==> src/design/hpc_pkg.sv <==
// package: register map, field layout and carriers for the host port config
`default_nettype none
package hpc_pkg;

  // ==========================================================================
  // register byte addresses
  localparam logic [31:0] HPC_OFS_CONFIG   = 32'h4000_0008; // mode and enable
  localparam logic [31:0] HPC_OFS_PAGE_TOP = 32'h4000_000c; // address [31:24]
  localparam logic [31:0] HPC_OFS_PAGE_MID = 32'h4000_0010; // address [23:16]

  // ==========================================================================
  // field positions inside the configuration word
  localparam int HPC_BIT_BYTE_SEL = 4; // host address is a byte address
  localparam int HPC_BIT_FULL_W   = 3; // 32-bit data in multiplexed mode
  localparam int HPC_BIT_SEP      = 2; // separate address and data pins
  localparam int HPC_BIT_PAGE     = 1; // page mode, multiplexed only
  localparam int HPC_BIT_EN       = 0; // port enable
  localparam int HPC_CFG_W        = 5; // implemented configuration bits
  localparam int HPC_PAGE_W       = 8; // width of each page byte
  localparam int HPC_LO_W         = 16; // host supplied low address bits

  // ==========================================================================
  // reset values
  localparam logic [4:0]  HPC_RST_CONFIG = 5'h00;
  localparam logic [7:0]  HPC_RST_PAGE   = 8'h00;
  localparam logic [31:0] HPC_RST_WORD   = 32'h0000_0000;
  localparam logic [15:0] HPC_RST_LO     = 16'h0000;

  // word to byte address conversion: one 32-bit word is four bytes
  localparam int HPC_WORD_SHIFT = 2;

  // ==========================================================================
  // carriers
  typedef struct packed {
    logic byte_sel;    // addr_type_byte_sel
    logic full_width;  // 32-bit multiplexed data
    logic sep;         // separate_addr_data_en
    logic page;        // page_mode_en
    logic en;          // port_enable_bit
  } hpc_cfg_s;

  typedef struct packed {
    hpc_cfg_s        cfg;  // host_port_config
    logic [7:0]      top;  // page_top_byte
    logic [7:0]      mid;  // page_upper_mid_byte
  } hpc_regs_s;

  typedef struct packed {
    logic [31:0] paddr;
    logic        psel;
    logic        penable;
    logic        pwrite;
    logic [31:0] pwdata;
  } hpc_apb_req_s;

  typedef struct packed {
    logic [31:0] prdata;
    logic        pready;
    logic        pslverr;
  } hpc_apb_rsp_s;

endpackage
`default_nettype wire

==> src/design/hpc_sync.sv <==
// two-stage synchroniser for the shared host address pins
`default_nettype none
module hpc_sync #(
  parameter int WIDTH = 16  // number of pins brought across
) (
  input  wire logic             clock,
  input  wire logic             rstn,
  input  wire logic             clk_en,
  input  wire logic [WIDTH-1:0] pins,
  output logic      [WIDTH-1:0] pins_sync
);

  // ==========================================================================
  // state
  typedef struct packed {
    logic [WIDTH-1:0] meta;  // first stage, read only by the second
    logic [WIDTH-1:0] sync;  // second stage, safe for logic
  } hpc_sync_s;

  hpc_sync_s state_reg;  // registered state
  hpc_sync_s state_next; // next state

  // elaboration check: a zero-wide pin group cannot be carried
  if (WIDTH < 1) begin : g_bad_width
    $error("hpc_sync: WIDTH must be at least 1");
  end

  // ==========================================================================
  // next state: shift one stage per enabled clock
  always_comb begin
    state_next = state_reg;
    if (clk_en) begin
      state_next.meta = pins;
      state_next.sync = state_reg.meta;
    end
  end

  // register, constant under reset
  always_ff @(posedge clock or negedge rstn) begin
    if (!rstn) begin
      state_reg <= '0;
    end else begin
      state_reg <= state_next;
    end
  end

  assign pins_sync = state_reg.sync;

endmodule
`default_nettype wire

==> src/design/hpc_addr_form.sv <==
// combinational internal address former for host accesses
`default_nettype none
module hpc_addr_form
  import hpc_pkg::*;
(
  input  wire hpc_pkg::hpc_regs_s regs,      // current configuration
  input  wire logic [31:0]        port_addr, // port address register value
  input  wire logic [15:0]        pin_addr,  // synchronised address pins
  output logic      [31:0]        dsp_addr   // internal byte address
);

  logic [15:0] lo_raw;   // low half before type conversion
  logic [15:0] lo_byte;  // low half as byte offset in the page
  logic [31:0] full_byte; // full address as byte address

  // ==========================================================================
  // pick the source of the low half and convert to bytes
  always_comb begin
    // separate pins carry the low half, else the port address register
    lo_raw = regs.cfg.sep ? pin_addr : port_addr[15:0];
    // word addresses are scaled to bytes; top bits fall off the page
    lo_byte = regs.cfg.byte_sel ? lo_raw
                                : 16'(lo_raw << HPC_WORD_SHIFT);
    full_byte = regs.cfg.byte_sel ? port_addr
                                  : 32'(port_addr << HPC_WORD_SHIFT);
    if (regs.cfg.sep || regs.cfg.page) begin
      // page bytes override the upper half, only software sets them
      dsp_addr = {regs.top, regs.mid, lo_byte};
    end else begin
      // plain multiplexed: host gives the whole address
      dsp_addr = full_byte;
    end
  end

endmodule
`default_nettype wire

==> src/design/hpc_top.sv <==
// host port mode, enable and page configuration with its apb register file
//
// Implementation choice: the APB slave port.
`default_nettype none

module hpc_top
  import hpc_pkg::*;
#(
  parameter int SYNC_W = 16  // width of the shared address pins
) (
  input  wire logic                 clock,
  input  wire logic                 rstn,
  input  wire logic                 clk_en,
  // apb slave
  input  wire hpc_pkg::hpc_apb_req_s apb_req,
  output hpc_pkg::hpc_apb_rsp_s      apb_rsp,
  // host port side, same clock
  input  wire logic                 host_req,
  input  wire logic [31:0]          port_addr,
  // shared pins, asynchronous
  input  wire logic [SYNC_W-1:0]    host_address_inputs,
  // memory interface side
  input  wire logic                 mem_upper_oe_req,
  output logic                      mem_upper_oe,
  // mode outputs to the port
  output logic                      port_enable,
  output logic                      addr_is_byte,
  output logic                      bus_32bit,
  output logic                      separate_mode,
  output logic                      paged_mode,
  // internal access request
  output logic                      dsp_req,
  output logic [31:0]               dsp_addr
);

  // ==========================================================================
  // state
  typedef struct packed {
    hpc_regs_s   regs;     // software visible registers
    logic [31:0] prdata;   // read data captured in setup
    logic        pslverr;  // unmapped address seen in setup
    logic [31:0] dsp_addr; // last formed internal address
    logic        dsp_req;  // one-cycle access request
    logic        mem_oe;   // gated memory upper drive
  } hpc_top_state_s;

  hpc_top_state_s state_reg;  // registered state
  hpc_top_state_s state_next; // next state

  logic [15:0] pins_sync;   // address pins after two flops
  logic [31:0] formed_addr; // combinational internal address
  logic        setup;       // apb setup phase
  logic        access;      // apb access phase, completes this edge
  logic        hit_cfg;     // config register selected
  logic        hit_top;     // top page byte selected
  logic        hit_mid;     // middle page byte selected
  logic        hit_any;     // any mapped register

  // refuse widths the address former cannot take
  if (SYNC_W != HPC_LO_W) begin : g_bad_sync_w
    $error("hpc_top: SYNC_W must be 16");
  end

  // ==========================================================================
  // submodules
  hpc_sync #(
    .WIDTH (SYNC_W)
  ) hpc_sync_inst (
    .clock     (clock),
    .rstn      (rstn),
    .clk_en    (clk_en),
    .pins      (host_address_inputs),
    .pins_sync (pins_sync)
  );

  hpc_addr_form hpc_addr_form_inst (
    .regs      (state_reg.regs),
    .port_addr (port_addr),
    .pin_addr  (pins_sync),
    .dsp_addr  (formed_addr)
  );

  // ==========================================================================
  // apb decode
  always_comb begin
    setup   = apb_req.psel && !apb_req.penable;
    // zero wait: access ends on its first enabled edge
    access  = apb_req.psel && apb_req.penable && clk_en;
    hit_cfg = (apb_req.paddr == HPC_OFS_CONFIG);
    hit_top = (apb_req.paddr == HPC_OFS_PAGE_TOP);
    hit_mid = (apb_req.paddr == HPC_OFS_PAGE_MID);
    hit_any = hit_cfg || hit_top || hit_mid;
  end

  // ==========================================================================
  // next state
  always_comb begin
    state_next = state_reg;
    state_next.dsp_req = 1'b0;
    if (clk_en) begin
      // read data and error are prepared in setup so they come from flops
      if (setup) begin
        state_next.pslverr = !hit_any;
        if (hit_cfg) begin
          // reserved bits read as zero
          state_next.prdata = {27'h000_0000, state_reg.regs.cfg};
        end else if (hit_top) begin
          state_next.prdata = {24'h00_0000, state_reg.regs.top};
        end else if (hit_mid) begin
          state_next.prdata = {24'h00_0000, state_reg.regs.mid};
        end else begin
          // unmapped: zero data with error
          state_next.prdata = HPC_RST_WORD;
        end
      end
      // writes land on the completing edge; upper bits are dropped
      if (access && apb_req.pwrite) begin
        if (hit_cfg) begin
          state_next.regs.cfg = apb_req.pwdata[HPC_CFG_W-1:0];
        end else if (hit_top) begin
          state_next.regs.top = apb_req.pwdata[HPC_PAGE_W-1:0];
        end else if (hit_mid) begin
          state_next.regs.mid = apb_req.pwdata[HPC_PAGE_W-1:0];
        end else begin
          // unmapped write is ignored
          state_next.regs = state_reg.regs;
        end
      end
      // host accesses pass only while the port is enabled
      if (host_req && state_reg.regs.cfg.en) begin
        state_next.dsp_req  = 1'b1;
        state_next.dsp_addr = formed_addr;
      end
      // shared pins become inputs in separate mode
      state_next.mem_oe = mem_upper_oe_req
                          && !state_reg.regs.cfg.sep;
    end else begin
      // frozen: the request pulse is held, not repeated
      state_next.dsp_req = state_reg.dsp_req;
    end
  end

  // ==========================================================================
  // state register, constant reset values only
  always_ff @(posedge clock or negedge rstn) begin
    if (!rstn) begin
      state_reg.regs.cfg <= HPC_RST_CONFIG;
      state_reg.regs.top <= HPC_RST_PAGE;
      state_reg.regs.mid <= HPC_RST_PAGE;
      state_reg.prdata   <= HPC_RST_WORD;
      state_reg.pslverr  <= 1'b0;
      state_reg.dsp_addr <= HPC_RST_WORD;
      state_reg.dsp_req  <= 1'b0;
      state_reg.mem_oe   <= 1'b0;
    end else begin
      state_reg <= state_next;
    end
  end

  // ==========================================================================
  // outputs
  always_comb begin
    apb_rsp.prdata  = state_reg.prdata;
    apb_rsp.pready  = clk_en;  // stalls the bus while frozen
    apb_rsp.pslverr = state_reg.pslverr && apb_req.psel
                      && apb_req.penable;
  end

  assign port_enable   = state_reg.regs.cfg.en;
  assign addr_is_byte  = state_reg.regs.cfg.byte_sel;
  // separate mode forces 32-bit data, else the width bit decides
  assign bus_32bit     = state_reg.regs.cfg.sep
                         || state_reg.regs.cfg.full_width;
  assign separate_mode = state_reg.regs.cfg.sep;
  // page mode has no meaning with separate pins
  assign paged_mode    = state_reg.regs.cfg.page
                         && !state_reg.regs.cfg.sep;
  assign mem_upper_oe  = state_reg.mem_oe;
  assign dsp_req       = state_reg.dsp_req;
  assign dsp_addr      = state_reg.dsp_addr;

  // ==========================================================================
  // assertions
  property p_word_addr_scaled;
    @(posedge clock) disable iff (!rstn)
      (clk_en && host_req && port_enable && !addr_is_byte
       && !separate_mode && !state_reg.regs.cfg.page)
      |=> dsp_addr == 32'($past(port_addr) << 2);
  endproperty
  a_word_addr_scaled: assert property (p_word_addr_scaled)
    else $error("word address not scaled to bytes");

  property p_width_select;
    @(posedge clock) disable iff (!rstn)
      !separate_mode |-> bus_32bit == state_reg.regs.cfg.full_width;
  endproperty
  a_width_select: assert property (p_width_select)
    else $error("multiplexed width does not follow width bit");

  property p_sep_full_bus;
    @(posedge clock) disable iff (!rstn)
      separate_mode |-> bus_32bit && !paged_mode;
  endproperty
  a_sep_full_bus: assert property (p_sep_full_bus)
    else $error("separate mode not on a 32-bit bus");

  property p_mem_inhibit;
    @(posedge clock) disable iff (!rstn)
      (clk_en && separate_mode) |=> !mem_upper_oe;
  endproperty
  a_mem_inhibit: assert property (p_mem_inhibit)
    else $error("memory bus drives shared pins in separate mode");

  property p_full_addr;
    @(posedge clock) disable iff (!rstn)
      (clk_en && host_req && port_enable && addr_is_byte
       && !separate_mode && !state_reg.regs.cfg.page)
      |=> dsp_req && dsp_addr == $past(port_addr);
  endproperty
  a_full_addr: assert property (p_full_addr)
    else $error("unpaged multiplexed address not passed whole");

  property p_paged_low;
    @(posedge clock) disable iff (!rstn)
      (clk_en && host_req && port_enable && addr_is_byte && paged_mode)
      |=> dsp_addr[15:0] == $past(port_addr[15:0]);
  endproperty
  a_paged_low: assert property (p_paged_low)
    else $error("paged low half not from host");

  property p_disabled_quiet;
    @(posedge clock) disable iff (!rstn)
      (clk_en && !port_enable) |=> !dsp_req;
  endproperty
  a_disabled_quiet: assert property (p_disabled_quiet)
    else $error("access passed while port disabled");

  property p_top_byte;
    @(posedge clock) disable iff (!rstn)
      (clk_en && host_req && port_enable && (separate_mode || paged_mode))
      |=> dsp_addr[31:24] == $past(state_reg.regs.top);
  endproperty
  a_top_byte: assert property (p_top_byte)
    else $error("top page byte not on bits 31:24");

  property p_mid_byte;
    @(posedge clock) disable iff (!rstn)
      (clk_en && host_req && port_enable && (separate_mode || paged_mode))
      |=> dsp_addr[23:16] == $past(state_reg.regs.mid);
  endproperty
  a_mid_byte: assert property (p_mid_byte)
    else $error("middle page byte not on bits 23:16");

  property p_sep_pins;
    @(posedge clock) disable iff (!rstn)
      (clk_en && host_req && port_enable && separate_mode && addr_is_byte)
      |=> dsp_addr[15:0] == $past(pins_sync);
  endproperty
  a_sep_pins: assert property (p_sep_pins)
    else $error("separate mode low half not from pins");

  property p_page_write;
    @(posedge clock) disable iff (!rstn)
      (access && apb_req.pwrite && hit_top)
      |=> state_reg.regs.top == $past(apb_req.pwdata[7:0]);
  endproperty
  a_page_write: assert property (p_page_write)
    else $error("top page byte write lost");

  // register file: writes land whole, reads return the stored bits
  property p_cfg_write;
    @(posedge clock) disable iff (!rstn)
      (access && apb_req.pwrite && hit_cfg)
      |=> state_reg.regs.cfg == $past(apb_req.pwdata[4:0]);
  endproperty
  a_cfg_write: assert property (p_cfg_write)
    else $error("configuration write lost");

  property p_mid_write;
    @(posedge clock) disable iff (!rstn)
      (access && apb_req.pwrite && hit_mid)
      |=> state_reg.regs.mid == $past(apb_req.pwdata[7:0]);
  endproperty
  a_mid_write: assert property (p_mid_write)
    else $error("middle page byte write lost");

  property p_cfg_read;
    @(posedge clock) disable iff (!rstn)
      (access && !apb_req.pwrite && hit_cfg)
      |-> apb_rsp.prdata == {27'h000_0000, state_reg.regs.cfg};
  endproperty
  a_cfg_read: assert property (p_cfg_read)
    else $error("configuration read back wrong");

  property p_unmapped_err;
    @(posedge clock) disable iff (!rstn)
      (access && !hit_any) |-> apb_rsp.pslverr;
  endproperty
  a_unmapped_err: assert property (p_unmapped_err)
    else $error("unmapped access without error");

  // host requests: one pulse per accepted request, address held between
  property p_enabled_pass;
    @(posedge clock) disable iff (!rstn)
      (clk_en && host_req && port_enable) |=> dsp_req;
  endproperty
  a_enabled_pass: assert property (p_enabled_pass)
    else $error("enabled host access not passed");

  property p_req_one_cycle;
    @(posedge clock) disable iff (!rstn)
      (clk_en && dsp_req && !(host_req && port_enable)) |=> !dsp_req;
  endproperty
  a_req_one_cycle: assert property (p_req_one_cycle)
    else $error("internal request longer than one cycle");

  property p_addr_hold;
    @(posedge clock) disable iff (!rstn)
      (clk_en && !(host_req && port_enable)) |=> $stable(dsp_addr);
  endproperty
  a_addr_hold: assert property (p_addr_hold)
    else $error("internal address moved without a request");

  property p_mem_pass;
    @(posedge clock) disable iff (!rstn)
      (clk_en && !separate_mode)
      |=> mem_upper_oe == $past(mem_upper_oe_req);
  endproperty
  a_mem_pass: assert property (p_mem_pass)
    else $error("memory drive not passed in multiplexed mode");

  // a low enable must freeze every register of the block
  property p_frozen;
    @(posedge clock) disable iff (!rstn)
      !clk_en |=> $stable(state_reg);
  endproperty
  a_frozen: assert property (p_frozen)
    else $error("state changed while clock enable low");

endmodule
`default_nettype wire

==> config.mk <==
export PLATFORM = sky130hd
export DESIGN_NAME = hpc_top
export DESIGN_NICKNAME = d
export VERILOG_FILES = /design/src/design/hpc_pkg.sv /design/src/design/hpc_sync.sv /design/src/design/hpc_addr_form.sv /design/src/design/hpc_top.sv
export SDC_FILE = /design/constraint.sdc
export NUM_CORES = 1
export LEC_CHECK = 0
export BUFFER_PORTS_ARGS = -buffer_cell sky130_fd_sc_hd__buf_4
export CAP_MARGIN = 20
export CELL_PAD_IN_SITES_DETAIL_PLACEMENT = 0
export CELL_PAD_IN_SITES_GLOBAL_PLACEMENT = 1
export CORE_MARGIN = 4
export CORE_UTILIZATION = 37
export CTS_CLUSTER_DIAMETER = 30
export DETAILED_ROUTE_END_ITERATION = 16
export PLACE_DENSITY = 0.82
export SLEW_MARGIN = 20
export SYNTH_ARGS = -nofsm -noshare
export SYNTH_HDL_FRONTEND = slang
export SYNTH_SLANG_ARGS = --single-unit
export TNS_END_PERCENT = 100
==> constraint.sdc <==
create_clock -name clock -period 2.3 [get_ports clock]
set_clock_uncertainty 0.15 [all_clocks]
set_input_delay 0.345 -clock clock [delete_from_list [all_inputs] [get_ports clock]]
set_output_delay 0.345 -clock clock [all_outputs]
set_load 0.01 [all_outputs]
==> out/summary.txt <==
CLOCK TREE
-------------------------------------------------------------------------------
Count of instances resized after the clock tree is built                      0
Number of buffers created by CTS                                              9
Clock-pin slew on the worst setup and hold paths                          70 ps
TritonCTS Sinks                                                              96
Number of buffers on the longest clock path                                   2
Number of setup buffers added after CTS                                       0
Clock root buffer                                                  sky130_fd_sc_hd__clkbuf_16
H-Tree Level Count                                                            3
CTS tree                                                                  built
Latest clock arrival within the worst-skew pair                          340 ps
Hold-fix buffers at CTS                                                       1

WORST SETUP PATH
-------------------------------------------------------------------------------
Critical Path AT                                                        1570 ps
Type of destination of the critical path                           primary output
Critical Setup Path Class                                            reg -> out
Cells along the critical path                                      buf_4, or2_2, buf_4
Number of cells traversed by the worst register-to-register path              4
Buffers & Inverters on Critical Path                                          2
Critical R2R Capture                                                dsp_addr[4]
Worst endpoint required time                                            1800 ps
Worst Path Max Fanout                                                         9
Launching element of the worst setup path                          separate_mode
Worst setup SP type                                                   flip-flop
Launch instance of the worst register-to-register path             separate_mode
Setup slack, reg-to-reg                                                  450 ps
Crit path top cell by count                                        sky130_fd_sc_hd__buf_4
Critical-path cell with the highest stage delay                    sky130_fd_sc_hd__dfrtp_1
Dominant delay contributor by cell family on the critical path       flip-flops
Delay of the slowest cell on the worst path                              540 ps

FINAL LAYOUT
-------------------------------------------------------------------------------
Total area of multi-input combinational cells                          2040 µm²
Filler cells                                                              1,179
Area growth from synthesis to final layout                                25.5%
Register cell area after layout                                        2400 µm²
Summed area of non-filler cells in the final layout                    6210 µm²
Number of antenna repair diodes                                               0
Largest register FFs                                                         32
Fraction of final layout cells sized beyond drive strength 1              43.7%
Nets                                                                        680

SYNTHESIS
-------------------------------------------------------------------------------
Count of state elements after synthesis                                      96
Most frequent cell after synthesis                                 sky130_fd_sc_hd__dfrtp_1
Synth Area in Simple Gates                                                9.94%
Mapped Cells                                                                457
Share of Yosys cell area claimed by the top area cell type                48.6%
Top cells by area, synth                                           sky130_fd_sc_hd__dfrtp_1, sky130_fd_sc_hd__mux2_2, sky130_fd_sc_hd__buf_4, sky130_fd_sc_hd__mux2i_1, sky130_fd_sc_hd__o21ai_0
Proportion of synthesized chip area in sequential cells                   48.6%
Synthesized cell area                                                  4950 µm²
EDFF count, synth                                                             0
Synth Area in Adders                                                         0%
Post-Synth XOR/XNOR Area                                                     0%
Post-synthesis compound-gate area fraction                                8.55%
Number of warnings issued by yosys                                            0
Dominant synthesized flop cell                                     sky130_fd_sc_hd__dfrtp_1
Biggest area consumer among synthesized cells                      sky130_fd_sc_hd__dfrtp_1
Cell types with the highest counts after synthesis                 sky130_fd_sc_hd__dfrtp_1, sky130_fd_sc_hd__mux2_2, sky130_fd_sc_hd__buf_4
Main combinational cell family by area after synthesis             multiplexers
Syn avg cell area                                                      10.8 µm²
Portion of netlist area occupied by mux cells                             20.9%
FFs w/ async S/R, synth                                                    100%
Synth cell types                                                             33

TIMING
-------------------------------------------------------------------------------
Unrepaired setup endpoints after global routing                           false
Crit path time final                                                    2060 ps
Number of max-slew violations in the final report                             0
# setup viols final                                                           0
Total Neg Setup Slack                                                      0 ps
Final period util                                                         89.7%
Rel. slew slack                                                           56.1%
Hold Fails Final Rpt                                                          0
Worst hold-check slack                                                  86.0 ps
Actual slew at the worst max-slew pin                                    658 ps
Max frequency                                                           485 MHz

GRT
-------------------------------------------------------------------------------
Number of global-route vias before repair                                 3,562
Global-route total usage across every layer                               15.4%
Most heavily used metal layer in global routing                            met2
Maximum number of pins on one net before global-route repair                 50
Met1 usage in global routing                                              21.0%
Global routing usage on met2                                              23.5%
Antenna violations before repair                                              0
Global-route wire length before repair                                18,100 µm
Global route total overflow                                                   0
Global-route track usage on met3                                          4.27%

FLOORPLANNING
-------------------------------------------------------------------------------
Total Die Area                                                       15,300 µm²
Row cnt                                                                      41
Horizontal die dimension                                                 124 µm
Starting Density                                                          38.4%
Core box area                                                        12,900 µm²
Vertical die dimension                                                   124 µm
Number of top-level pins                                                    193

POWER AND IR DROP
-------------------------------------------------------------------------------
Leakage power total                                                  0.00298 µW
Max IR drop VDD                                                        0.305 mV
Pwr per Cell Area                                                    605 nW/µm²
Power after layout                                                      3760 µW

PLACEMENT
-------------------------------------------------------------------------------
Routability Congestion                                                    0.837
Port-buffer cells                                                           144
Area of placed instances                                               5880 µm²
DPL Wire Length                                                         9240 µm

DETAILED ROUTING
-------------------------------------------------------------------------------
Vias after detailed routing                                               3,508
Routed WL                                                             11,900 µm
Antenna-violating nets left                                                   0
Routed via count divided by cell count                                     4.76
Routed len/inst                                                         16.1 µm
Residual DRC count                                                            0
Detailed Route Iter0 Violations                                             175
Initial DRT Pass Iterations                                                   4

MIN PATH
-------------------------------------------------------------------------------
Min-Delay Path Depth                                                          2
Hold EP                                                            hpc_sync_inst.state_reg[25]
Class of the tightest hold or removal check                           in -> reg
Min-Delay Startpoint                                               host_address_inputs[9]

RUN
-------------------------------------------------------------------------------
Max_cap viols                                                                 0

STATUS
-------------------------------------------------------------------------------
Outcome                                                               completed

-- kinds of logic (layout without fill, tap and decap cells) --
| logic type | Yosys count | count (layout) |
|---|---|---|
| and+or+nand+nor | 98 | 98 |
| buffers and inverters | 92 | 177 |
| DFF | 96 | 96 |
| other | 1 | 24 |
| muxes | 95 | 95 |
| AOI/OAI and AO/OA | 75 | 75 |
-- power breakdown --
part	total (µW)	internal [µW]	switching, µW
logic	356	201	155
registers	1800	1760	36.6
clock network	1610	959	649
-- how the worst max path moves through the flow --
stage	slack (ps)	end	cells past startpoint
after floorplan	220	state_reg[67]	4
after global placement	60	state_reg[74]	6
after detailed placement	30	state_reg[77]	6
after CTS	220	bus_32bit	3
after global routing	170	bus_32bit	3
final	240	bus_32bit	3
-- routing by layer --
| layer | vias up | part of all wire (%) |
|---|---|---|
| li1 | 1709 | - |
| met1 | 1692 | 43 |
| met2 | 90 | 48 |
| met3 | 17 | 6.3 |
| met4 | 0 | 2.2 |
| met5 | - | 0 |
-- through the flow --
step                worst slack [ps]  instances  util [%]
detailed placement              33.9        720      45.7
global placement                64.1        720      45.7
finish                           236        737      48.2
floorplan                        223        480         -
global route                     173        737      48.2
CTS                              219        737      48.2
-- layout make-up --
class	instances	area share [%]
Clock buffer	10	3.69
Clock inverter	6	1.45
Inverter	2	0.121
Multi-Input combinational cell	292	32.9
Sequential cell	96	38.7
Tap cell	172	3.46
Timing Repair Buffer	159	19.7
-- placed cells by master, fill, tap and decap left out, drive strengths merged, types with 2 or more instances in the layout --
cell,n
bufinv,2
a32oi,3
nor2b,2
o21ai,55
o31ai,5
clkbuf,10
nor2,11
nor4,8
conb,24
inv,4
buf,158
mux2,67
dfrtp,96
nand2,58
nand4,2
nand2b,2
a21oi,4
and3,2
nand3,4
a22o,2
mux2i,28
a22oi,5
or2,2
nand3b,3
(Power assumes the default switching activity.)
